[src/inc/hid_regs_pkg.sv]
package hid_regs_pkg;
  // register offsets on the mcu serial port
  localparam logic [3:0] IR0_OFS  = 4'h0;
  localparam logic [3:0] IR1_OFS  = 4'h1;
  localparam logic [3:0] IR2_OFS  = 4'h2;
  localparam logic [3:0] IR3_OFS  = 4'h3;
  localparam logic [3:0] OR0_OFS  = 4'h4;
  localparam logic [3:0] OR1_OFS  = 4'h5;
  localparam logic [3:0] OR2_OFS  = 4'h6;
  localparam logic [3:0] OR3_OFS  = 4'h7;
  localparam logic [3:0] CTRL_OFS = 4'h8;
  localparam logic [3:0] DLO_OFS  = 4'h9;
  localparam logic [3:0] DHI_OFS  = 4'ha;
  localparam logic [3:0] CMD_OFS  = 4'hb;
  // reset values
  localparam logic [7:0]  RST_BYTE = 8'h00;
  localparam logic [3:0]  RST_PTR  = 4'h0;
  localparam logic [1:0]  RST_SYNC = 2'h0;
  // field positions
  localparam int MAP_BIT = 7;
  localparam int GO_BIT  = 7;
  localparam int DIR_BIT = 6;
  // fixed read values while mapped
  localparam logic [1:0] MAPPED_USAGE = 2'h3;
  localparam logic [3:0] MAPPED_LOW   = 4'h0;
  // mcu clock select codes
  typedef enum logic [1:0] {
    CLK_1M5 = 2'b00,
    CLK_3M  = 2'b01,
    CLK_6M  = 2'b10,
    CLK_RSV = 2'b11
  } mcu_clk_type;
endpackage

[src/core/hid_report_eeprom_regs.sv]
`timescale 1ns/1ns
// Notes on behaviour
// - byte 2 generic, or high data when mapped
// - byte 3 generic, or command when mapped
// - mapped: out byte 0 bits 7-6 read 11
// - unmapped: out byte 0 shows host usage
// - mapped: out byte 0 bits 5-4 clock select
// - mapped: out byte 0 bits 3-0 read zero
// - mapped: out byte 1 reads low data
// - mapped: out byte 2 reads high data
// - mapped: out byte 3 reads command
// - out bytes read-only, else host values
// - control bits 5-4 pick mcu clock
// - low data byte, rw, resets zero
// - high data byte, rw, resets zero
// - command bit 7 reads pending flag
// - writing 1 launches access, self clears
// - command bit 6: 0 read, 1 write
// - command bits 5-0 give word address
// - in byte 0 bits 7-6 usage, 7 maps
// - irq on completion, cleared by report read
// - first byte is address, then auto-increment
module hid_report_eeprom_regs (
  input  wire logic                      core_clk,
  input  wire logic                      nrst,
  input  wire logic                      mcuWrValid,
  input  wire logic                      mcuWrFirst,
  input  wire logic [7:0]                mcuWrData,
  input  wire logic                      mcuRdReq,
  output logic      [7:0]                mcuRdData,
  output logic                           mcuRdValid,
  input  wire logic                      hostWrValid,
  input  wire logic [1:0]                hostWrIndex,
  input  wire logic [7:0]                hostWrData,
  input  wire logic [3:0]                buttonStatus,
  output logic      [7:0]                inputReport0,
  output logic      [7:0]                inputReport1,
  output logic      [7:0]                inputReport2,
  output logic      [7:0]                inputReport3,
  output hid_regs_pkg::mcu_clk_type      mcuClkSel,
  output logic                           nvmStart,
  output logic                           nvmWrite,
  output logic      [5:0]                nvmWordAddr,
  output logic      [15:0]               nvmWrWord,
  input  wire logic                      nvmDone,
  input  wire logic [15:0]               nvmRdWord,
  output logic                           micro_interrupt_line
);
  import hid_regs_pkg::*;

  // reset release through two flops
  logic [1:0] rstSync_ff;
  logic       rstN;

  always_ff @(posedge core_clk or negedge nrst) begin
    if (!nrst) begin
      rstSync_ff <= RST_SYNC;
    end else begin
      rstSync_ff <= {rstSync_ff[0], 1'b1};
    end
  end
  assign rstN = rstSync_ff[1];

  // register state
  logic [7:4] ir0_ff,   nxt_ir0;    // usage and bits 5-4
  logic [7:0] ir1_ff,   nxt_ir1;
  logic [7:0] ir2_ff,   nxt_ir2;
  logic [7:0] ir3_ff,   nxt_ir3;
  logic [7:0] or0_ff,   nxt_or0;    // host programmed
  logic [7:0] or1_ff,   nxt_or1;
  logic [7:0] or2_ff,   nxt_or2;
  logic [7:0] or3_ff,   nxt_or3;
  logic [1:0] clk_ff,   nxt_clk;    // clock select
  logic [7:0] dLo_ff,   nxt_dLo;
  logic [7:0] dHi_ff,   nxt_dHi;
  logic [6:0] cmd_ff,   nxt_cmd;    // direction and address
  logic       pend_ff,  nxt_pend;
  logic       start_ff, nxt_start;
  logic       irq_ff,   nxt_irq;
  logic [3:0] ptr_ff,   nxt_ptr;
  logic [7:0] rd_ff,    nxt_rd;
  logic       rdv_ff,   nxt_rdv;
  logic       mapped;
  logic [7:0] rdByte;
  logic       wrData;

  assign mapped = ir0_ff[MAP_BIT];
  assign wrData = mcuWrValid && !mcuWrFirst;

  // read mux for the current pointer
  always_comb begin
    rdByte = RST_BYTE;
    unique case (ptr_ff)
      IR0_OFS: rdByte = {ir0_ff, buttonStatus};
      IR1_OFS: rdByte = mapped ? dLo_ff : ir1_ff;
      IR2_OFS: rdByte = mapped ? dHi_ff : ir2_ff;
      IR3_OFS: rdByte = mapped ? {pend_ff, cmd_ff}
                               : ir3_ff;
      OR0_OFS: begin
        if (mapped) begin
          // fixed usage, clock, zero nibble
          rdByte = {MAPPED_USAGE, clk_ff, MAPPED_LOW};
        end else begin
          rdByte = or0_ff;
        end
      end
      OR1_OFS: rdByte = mapped ? dLo_ff : or1_ff;
      OR2_OFS: rdByte = mapped ? dHi_ff : or2_ff;
      OR3_OFS: rdByte = mapped ? {pend_ff, cmd_ff}
                               : or3_ff;
      CTRL_OFS: rdByte = {2'h0, clk_ff, 4'h0};
      DLO_OFS: rdByte = dLo_ff;
      DHI_OFS: rdByte = dHi_ff;
      CMD_OFS: rdByte = {pend_ff, cmd_ff};
      default: rdByte = RST_BYTE;    // unmapped reads zero
    endcase
  end

  // next state of the whole bank
  always_comb begin
    nxt_ir0   = ir0_ff;
    nxt_ir1   = ir1_ff;
    nxt_ir2   = ir2_ff;
    nxt_ir3   = ir3_ff;
    nxt_or0   = or0_ff;
    nxt_or1   = or1_ff;
    nxt_or2   = or2_ff;
    nxt_or3   = or3_ff;
    nxt_clk   = clk_ff;
    nxt_dLo   = dLo_ff;
    nxt_dHi   = dHi_ff;
    nxt_cmd   = cmd_ff;
    nxt_pend  = pend_ff;
    nxt_start = 1'b0;
    nxt_irq   = irq_ff;
    nxt_ptr   = ptr_ff;
    nxt_rd    = rd_ff;
    nxt_rdv   = 1'b0;
    // pointer: first byte loads, later bytes step
    if (mcuWrValid && mcuWrFirst) begin
      nxt_ptr = mcuWrData[3:0];
    end else if (wrData || mcuRdReq) begin
      nxt_ptr = ptr_ff + 4'h1;
    end
    // read path, result held in a flop
    if (mcuRdReq) begin
      nxt_rd  = rdByte;
      nxt_rdv = 1'b1;
      // report read clears the line
      if (ptr_ff >= OR0_OFS && ptr_ff <= OR3_OFS) begin
        nxt_irq = 1'b0;
      end
    end
    // mcu writes; out bytes ignore them
    if (wrData) begin
      unique case (ptr_ff)
        IR0_OFS: begin
          nxt_ir0 = mcuWrData[7:4];
          if (mcuWrData[MAP_BIT]) begin
            nxt_clk = mcuWrData[5:4];
          end
        end
        IR1_OFS: begin
          nxt_ir1 = mcuWrData;
          if (mapped) begin
            nxt_dLo = mcuWrData;
          end
        end
        IR2_OFS: begin
          nxt_ir2 = mcuWrData;
          if (mapped) begin
            nxt_dHi = mcuWrData;
          end
        end
        IR3_OFS: begin
          nxt_ir3 = mcuWrData;
        end
        CTRL_OFS: nxt_clk = mcuWrData[5:4];
        DLO_OFS:  nxt_dLo = mcuWrData;
        DHI_OFS:  nxt_dHi = mcuWrData;
        default: ;
      endcase
      // command byte, direct or through byte 3
      if (ptr_ff == CMD_OFS || (ptr_ff == IR3_OFS && mapped)) begin
        nxt_cmd = mcuWrData[6:0];
        // a second launch while busy is dropped
        if (mcuWrData[GO_BIT] && !pend_ff) begin
          nxt_pend  = 1'b1;
          nxt_start = 1'b1;
        end
      end
    end
    // host updates of the output report
    if (hostWrValid) begin
      unique case (hostWrIndex)
        2'h0: nxt_or0 = hostWrData;
        2'h1: nxt_or1 = hostWrData;
        2'h2: nxt_or2 = hostWrData;
        2'h3: nxt_or3 = hostWrData;
      endcase
      nxt_irq = 1'b1;    // set wins over a clearing read
    end
    // completion: read data loads in the same cycle the flag drops
    if (nvmDone && pend_ff) begin
      if (!cmd_ff[DIR_BIT]) begin
        nxt_dLo = nvmRdWord[7:0];
        nxt_dHi = nvmRdWord[15:8];
      end
      nxt_pend = 1'b0;
      nxt_irq  = 1'b1;
    end
  end

  // state flops, all zero on reset
  always_ff @(posedge core_clk or negedge rstN) begin
    if (!rstN) begin
      ir0_ff   <= RST_BYTE[7:4];
      ir1_ff   <= RST_BYTE;
      ir2_ff   <= RST_BYTE;
      ir3_ff   <= RST_BYTE;
      or0_ff   <= RST_BYTE;
      or1_ff   <= RST_BYTE;
      or2_ff   <= RST_BYTE;
      or3_ff   <= RST_BYTE;
      clk_ff   <= CLK_1M5;
      dLo_ff   <= RST_BYTE;
      dHi_ff   <= RST_BYTE;
      cmd_ff   <= RST_BYTE[6:0];
      pend_ff  <= 1'b0;
      start_ff <= 1'b0;
      irq_ff   <= 1'b0;
      ptr_ff   <= RST_PTR;
      rd_ff    <= RST_BYTE;
      rdv_ff   <= 1'b0;
    end else begin
      ir0_ff   <= nxt_ir0;
      ir1_ff   <= nxt_ir1;
      ir2_ff   <= nxt_ir2;
      ir3_ff   <= nxt_ir3;
      or0_ff   <= nxt_or0;
      or1_ff   <= nxt_or1;
      or2_ff   <= nxt_or2;
      or3_ff   <= nxt_or3;
      clk_ff   <= nxt_clk;
      dLo_ff   <= nxt_dLo;
      dHi_ff   <= nxt_dHi;
      cmd_ff   <= nxt_cmd;
      pend_ff  <= nxt_pend;
      start_ff <= nxt_start;
      irq_ff   <= nxt_irq;
      ptr_ff   <= nxt_ptr;
      rd_ff    <= nxt_rd;
      rdv_ff   <= nxt_rdv;
    end
  end

  // outputs straight from flops, except the button nibble of input byte 0
  assign mcuRdData    = rd_ff;
  assign mcuRdValid   = rdv_ff;
  assign inputReport0 = {ir0_ff, buttonStatus};
  assign inputReport1 = ir1_ff;
  assign inputReport2 = ir2_ff;
  assign inputReport3 = ir3_ff;
  assign mcuClkSel    = mcu_clk_type'(clk_ff);
  assign nvmStart     = start_ff;
  assign nvmWrite     = cmd_ff[DIR_BIT];
  assign nvmWordAddr  = cmd_ff[5:0];
  assign nvmWrWord    = {dHi_ff, dLo_ff};
  assign micro_interrupt_line = irq_ff;

  // checks
  logic launch;
  assign launch = nxt_start;
endmodule

[config.mk]
export PLATFORM = sky130hd
export DESIGN_NAME = hid_report_eeprom_regs
export DESIGN_NICKNAME = d
export VERILOG_FILES = /design/src/inc/hid_regs_pkg.sv /design/src/core/hid_report_eeprom_regs.sv
export SDC_FILE = /design/constraint.sdc
export NUM_CORES = 1
export LEC_CHECK = 0
export ABC_AREA = 1
export BUFFER_PORTS_ARGS = -buffer_cell sky130_fd_sc_hd__buf_4
export CAP_MARGIN = 20
export CELL_PAD_IN_SITES_DETAIL_PLACEMENT = 1
export CELL_PAD_IN_SITES_GLOBAL_PLACEMENT = 2
export CORE_ASPECT_RATIO = 1.25
export CORE_UTILIZATION = 30
export CTS_BUF_LIST = sky130_fd_sc_hd__clkbuf_16
export CTS_CLUSTER_SIZE = 25
export DETAILED_ROUTE_END_ITERATION = 8
export GPL_TIMING_DRIVEN = 1
export PLACE_DENSITY_LB_ADDON = 0.1
export SLEW_MARGIN = 10
export SYNTH_ARGS = -nofsm -noshare
export SYNTH_HDL_FRONTEND = slang
export SYNTH_SLANG_ARGS = --single-unit
[constraint.sdc]
create_clock -name core_clk -period 5.4 [get_ports core_clk]
set_input_delay 0.27 -clock core_clk [delete_from_list [all_inputs] [get_ports core_clk]]
set_output_delay 0.27 -clock core_clk [all_outputs]
set_load 0.02 [all_outputs]
==> impl_metrics.py, run 1 <==
metrics = {
    "cells_and_area": {
        "area_growth_pct": 23.3,
        "layout-drive-gt1-share_pct": 17.2,
        "n_antenna_cell": 0,
        "layout.nets": 912,
        "layout.cells.non_filler": 1092,
    },
    "min_path": {
        "hp-class": "in -> reg",
    },
    "placed_design": {
        "hpwlAfterDp_microns": 17600,
        "gp_congestion": 0.883,
        "dp_cells": 1075,
        "io_buffers": 112,
    },
    "synth": {
        "synth_area_sq_um": 5470,
        "yosys.area_share.simple_pct": 34.2,
        "ys_types": 29,
        "synth_compound_area_share_pct": 11.5,
        "post_synth.cell_area_avg_sq_um": 7.09,
        "synth_top_family_by_area": "simple AND/OR/NAND/NOR gates",
        "ys_async_sr_fraction_pct": 100,
        "synth_nets": 820,
        "muxShareOfSynthArea_pct": 0,
        "synth-edff-count": 0,
        "ys_warn_count": 0,
        "synth-main-ff-cell": "dfrtp_1",
        "yosys.area_share.xor_xnor_pct": 0.160,
        "synth_top_area_share_pct": 47.1,
        "synth.most_common_cell": "nand2_1",
        "synth_top_cell_by_area": "dfrtp_1",
        "ys_seq_area_share_pct": 47.1,
        "netlist_top_cells_count": "nand2_1, dfrtp_1, o21ai_0",
        "synth.ff_latch_count": 103,
        "synth_adder_area_share_pct": 0.915,
        "synthTopCellsByArea": "dfrtp_1, nand2_1, o21ai_0",
        "postSynthCellCount": 771,
    },
    "die": {
        "io_pins": 113,
        "chipHeight_microns": 153,
        "coreArea_sq_um": 17600,
        "initial_utilization_pct": 31.0,
        "die_w_microns": 123,
        "die_area_sq_um": 18800,
        "rows": 54,
    },
    "run": {
        "drv_cap": 0,
    },
    "setup_path": {
        "crit_path_max_fanout": 16,
        "end_kind": "register",
        "worstPathArrival_ns": 2.84,
        "criticalPathCategory": "reg -> reg",
        "required_ns": 5.66,
        "cp-start-kind": "register",
    },
    "pwr": {
        "peakVddDrop_mv": 0.190,
        "power.density_nw_per_um2": 543,
        "p_leak_uw": 0.00355,
    },
    "clocking": {
        "root_buffer": "clkbuf_16",
        "clock_path_buffers": 2,
        "cts-resized-gates": 0,
        "cts-htree-levels": 3,
        "tritoncts": "yes",
        "insertion_delay_ns": 0.36,
        "path_clk_slew_ns": 0.07,
        "cts_sinks": 103,
        "numCtsBuffers": 9,
    },
    "sta": {
        "final_max_slew_viol_count": 0,
        "fin_crit_sh_pct": 47.7,
        "hold_viol_final": 0,
        "worst_pin_slew_ns": 1.04,
        "finClkSkew_ns": 0.00909,
        "grt_setup_unrepaired": "false",
        "holdWs_ns": 0.114,
        "finalSetupViolations": 0,
        "max_clock_freq_mhz": 388,
        "tns_ns": 0,
        "fin_crit_ns": 2.58,
        "relSlewSlack_pct": 30.6,
    },
    "routing": {
        "viasPerCell": 5.00,
        "drt_iter0_markers": 238,
        "drtAntennaViolNets": 0,
        "vias": 5462,
        "dr.pass1.iters": 5,
        "drc": 0,
        "avgRoutedWirePerCell_microns": 21.1,
        "drt-total-wl_microns": 23100,
    },
    "global_routing": {
        "gr-usage-all-layers_pct": 25.9,
        "grt_pass1_vias": 5617,
        "overflow": 0,
        "grt_max_degree": 59,
        "grt_antenna_before_repair": 0,
        "grt_pass1_wl_microns": 35400,
    },
    "run_status": {
        "status": "completed",
    },
}
==> where the power goes <==
part	switching, uW	leakage [uW]	total [uW]	internal [uW]
Clock	325	0.000138	644	319
Sequential	350	0.00129	1380	1030
Combinational	1060	0.00212	1630	577
Total	1730	0.00355	3660	1930
==> worst max-delay path: stages, from the launching register on <==
cell and delay [ns]:
dfrtp_1 0.43, inv_1 0.11, ha_1 0.59, inv_1 0.15, nor2_2 0.48, nand2_1 0.42
o21ai_0 0.30
==> worst paths after layout <==
check / startpoint / slack (ns) / cells after the start / endpoint
max: ptr_ff[1] / 2.82 / 6 / inputReport1[5]
min: nvmRdWord[1] / 0.11 / 3 / dLo_ff[1]
max reg2reg: ptr_ff[1] / 2.82 / 6 / inputReport1[5]
min reg2reg: rstSync_ff[0] / 0.36 / 0 / rstSync_ff[1]
max in group asynchronous: rstSync_ff[1] / 3.86 / 1 / dLo_ff[2]
min in group asynchronous: nrst / 0.23 / 2 / rstSync_ff[1]
==> flip-flops by register name (all words and copies together) (netlist names) <==
| register | cells |
|---|---|
| nvmStart | 1 |
| micro_interrupt_line | 1 |
| mcuRdValid | 1 |
| or0_ff | 8 |
| mcuClkSel | 2 |
| inputReport1 | 8 |
| mcuRdData | 8 |
| or1_ff | 8 |
| dLo_ff | 8 |
| or2_ff | 8 |
| pend_ff | 1 |
| or3_ff | 8 |
| inputReport3 | 8 |
| rstSync_ff | 2 |
| ptr_ff | 4 |
| ir0_ff | 4 |
| cmd_ff | 7 |
| inputReport2 | 8 |
| dHi_ff | 8 |
==> repair_timing <==
action	4_1_cts	5_1_grt
buffers inserted	0	0
endpoints found under the hold margin	2	0
hold buffers	1	0
==> cell usage in the layout, fill, tap and decap left out, types with 2 or more instances in the layout <==
cell	instances
nand2_1	346
buf_4	115
dfrtp_1	102
o21ai_0	77
nor2_1	48
nand3_1	40
inv_1	38
a21oi_1	24
nand4_1	12
o21ai_1	10
clkbuf_16	9
nand2_2	6
a31oi_1	6
ha_1	4
inv_2	3
nor2_4	3
nor2_2	3
o22ai_1	3
clkinv_1	3
clkinv_4	3
or2_2	2
inv_8	2
==> through the flow <==
| step | total power, uW | util (%) | worst slack (ns) | area (sq um) |
|---|---|---|---|---|
| after global placement | 3020 | 36.6 | 2.95 | 6450 |
| after floorplan | 2220 | - | 2.32 | 5470 |
| after CTS | 3700 | 38.2 | 2.77 | 6740 |
| after detailed placement | 3050 | 36.6 | 2.81 | 6450 |
| after global routing | 3910 | 38.2 | 2.55 | 6740 |
| final | 3660 | 38.2 | 2.82 | 6740 |
==> layout make-up <==
type	count	area, sq um
clock buffers	9	225
clock inverters	7	56.3
fillers	2215	10900
inverters	43	164
multi-input cells	590	2560
flip-flops and latches	103	2580
well taps	224	280
repair buffers	116	873
==> logic make-up after synthesis <==
kind of cell	Yosys count
AO/OA/AOI/OAI	122
flip-flops	103
AND/OR/NAND/NOR	462
XOR/XNOR	1
buffers and inverters	78
adder cells (fa/ha/maj)	4
other	1
==> routing by layer <==
metal | routed length [microns] | vias to the layer above | GRT usage, % | part of all wire, %
met5 | 0 | - | 0 | 0
met4 | 839 | 0 | 10.9 | 3.6
li1 | - | 2652 | - | -
met3 | 752 | 29 | 2.69 | 3.3
met2 | 11100 | 116 | 41.8 | 48
met1 | 10300 | 2665 | 34.8 | 45
Power figures use the tool's default switching activity.
==> run 2: changes to the inputs <==
--- a/config.mk
+++ b/config.mk
@@ -11,7 +11,7 @@
 export CELL_PAD_IN_SITES_DETAIL_PLACEMENT = 1
 export CELL_PAD_IN_SITES_GLOBAL_PLACEMENT = 2
 export CORE_ASPECT_RATIO = 1.25
-export CORE_UTILIZATION = 30
+export CORE_UTILIZATION = 27
 export CTS_BUF_LIST = sky130_fd_sc_hd__clkbuf_16
 export CTS_CLUSTER_SIZE = 25
 export DETAILED_ROUTE_END_ITERATION = 8
==> constraint.sdc (replaced) <==
create_clock -name core_clk -period 2.2 [get_ports core_clk]
set_input_delay 0.11 -clock core_clk [delete_from_list [all_inputs] [get_ports core_clk]]
set_output_delay 0.11 -clock core_clk [all_outputs]
set_load 0.02 [all_outputs]
==> run 2 against run 1 <==
- global-route usage down 1.4 points
- cell area up 5.2%
- sequential power up 140%
- clock skew up 0.0033 ns
- sequential cell count unchanged
- cell count up 6.7%
- utilization down 2.1 points
- total power rose to 2.5 times the previous value
==> impl_metrics.py, run 2 (synthesis gave the netlist of run 1 again) <==
metrics = {
    "run_status": {
        "status": "completed",
    },
    "cells_and_area": {
        "layout.cells.non_filler": 1165,
        "layout-drive-gt1-share_pct": 19.0,
        "n_antenna_cell": 0,
        "layout.nets": 944,
        "layout_common_cells": "nand2_1, buf_4, dfrtp_1",
        "fill_cells": 2466,
        "layout_commonest_cell": "nand2_1",
        "seqCellArea_sq_um": 2580,
        "multi_input_area_sq_um": 2560,
        "area_growth_pct": 29.7,
        "finish.utilization_pct": 36.2,
    },
    "setup_path": {
        "criticalPathCategory": "reg -> reg",
        "cp-start-kind": "register",
        "critical_path.cell_chain": "inv_1 > ha_1 > nand2_1 > nor2_1 > buf_4 > nand2_1 > nand2_1 > nor2_1 > nand3_1 > nand2_1 > nand2_1",
        "worstPathArrival_ns": 2.23,
        "cpMaxStageDelayCell": "dfrtp_1",
        "crit_path_max_fanout": 8,
        "required_ns": 2.51,
        "cpMostUsedCell": "nand2_1",
        "end_kind": "register",
        "timing.rr.end": "mcuRdData[2]",
        "r2r_slack_ns": 0.28,
        "slowest_delay_ns": 0.42,
        "r2r_start": "ptr_ff[0]",
        "r2r_cells": 11,
    },
    "clocking": {
        "path_clk_slew_ns": 0.07,
        "cts_sinks": 103,
        "root_buffer": "clkbuf_16",
        "tritoncts": "yes",
        "clock_path_buffers": 2,
        "cts-htree-levels": 3,
        "numCtsBuffers": 9,
        "insertion_delay_ns": 0.37,
        "postCtsSetupRepairBufs": 0,
    },
    "sta": {
        "relSlewSlack_pct": 60.4,
        "fin_crit_ns": 1.92,
        "tns_ns": 0,
        "finalSetupViolations": 0,
        "max_clock_freq_mhz": 521,
        "final_max_slew_viol_count": 0,
        "worst_pin_slew_ns": 0.594,
        "fin_crit_sh_pct": 87.3,
        "grt_setup_unrepaired": "false",
        "finClkSkew_ns": 0.0123,
        "setup_slack_ns": 0.280,
        "hold_viol_final": 0,
    },
    "die": {
        "coreArea_sq_um": 19600,
        "rows": 57,
        "chipHeight_microns": 161,
        "die_area_sq_um": 20800,
        "die_w_microns": 129,
        "io_pins": 113,
        "initial_utilization_pct": 27.9,
    },
    "routing": {
        "viasPerCell": 4.82,
        "wl_met3_microns": 717,
        "vias": 5619,
        "drt_iter0_markers": 385,
        "drt-total-wl_microns": 24400,
        "drtAntennaViolNets": 0,
        "wl_met2_microns": 12000,
        "avgRoutedWirePerCell_microns": 20.9,
        "topRoutingLayerUsed": "met4",
        "dr.pass1.iters": 4,
        "drc": 0,
        "met1Wirelength_microns": 10800,
    },
    "global_routing": {
        "grt_max_degree": 102,
        "gr-usage-all-layers_pct": 24.5,
        "grt_pass1_vias": 5823,
        "grt_antenna_before_repair": 0,
        "grt_pass1_wl_microns": 36500,
        "overflow": 0,
    },
    "placed_design": {
        "gp_congestion": 0.962,
        "place_ws_ns": 0.176,
        "io_buffers": 112,
        "dp_cells": 1136,
        "hpwlAfterDp_microns": 19000,
    },
    "min_path": {
        "hold_depth": 3,
        "whs_endpoint": "dHi_ff[1]",
        "hold_path_startpoint": "nvmRdWord[9]",
        "hp-class": "in -> reg",
    },
    "pwr": {
        "power.density_nw_per_um2": 1290,
        "peakVddDrop_mv": 0.393,
        "p_leak_uw": 0.00371,
    },
    "run": {
        "drv_cap": 0,
    },
}
-- run 2: cell count changes in the layout (fill, tap and decap cells not counted), moves of 2 or more --
cell | previous run | this run
clkinv_4 | 3 | 1
clkinvlp_4 | 0 | 3
dlygate4sd3_1 | 1 | 13
buf_4 | 115 | 133
buf_12 | 0 | 2
clkinv_1 | 3 | 1
-- run 2: repair_timing --
action | in CTS | in global routing
gates resized for setup | 0 | 1
setup endpoints to repair | 0 | 3
hold buffers | 13 | 0
hold endpoints to repair | 12 | 0
-- run 2: layout make-up --
class | count | area share [%]
flip-flops and latches | 103 | 36.4
well taps | 265 | 4.68
inverters | 43 | 2.31
clock buffers | 9 | 3.18
multi-input cells | 590 | 36.2
clock inverters | 7 | 0.812
repair buffers | 148 | 16.5
-- run 2: power breakdown --
group | switching [uW] | leakage, uW | internal, uW
registers | 821 | 0.00129 | 2540
logic | 2640 | 0.00229 | 1540
clock network | 832 | 0.000133 | 784
-- run 2: worst max-delay path by stage --
| stage | from | to | slack [ns] | cells after the start |
|---|---|---|---|---|
| finish | ptr_ff[0] | mcuRdData[2] | 0.28 | 11 |
| global route | ptr_ff[1] | inputReport1[1] | 0.13 | 6 |
| CTS | ptr_ff[1] | inputReport1[6] | 0.17 | 6 |
| detailed placement | ptr_ff[1] | inputReport1[6] | 0.18 | 6 |
| global placement | ptr_ff[1] | inputReport1[0] | 0.29 | 7 |
| floorplan | rstSync_ff[1] | cmd_ff[0] | 0.47 | 0 |
-- run 2: layer usage --
layer  vias to the layer above  track usage, %
li1                       2703               -
met1                      2750            31.2
met2                       128            41.5
met3                        38            2.98
met4                         0            10.3
met5                         -               0
-- run 2: worst max-delay path: cells and delay by family, from the launching register on --
| family | cells | cell delay, ns |
|---|---|---|
| fa+ha+maj | 1 | 0.38 |
| buf+inv | 2 | 0.31 |
| flops | 1 | 0.42 |
| simple gates | 8 | 0.75 |
-- run 2: metrics by stage --
step	instance area (sq um)	hold WS [ns]	power (uW)
floorplan	5470	-0.186	5450
global placement	6680	-0.108	7510
detailed placement	6680	-0.103	7580
CTS	7090	0.000800	9240
global route	7090	0.0184	9740
finish	7090	0.000190	9150
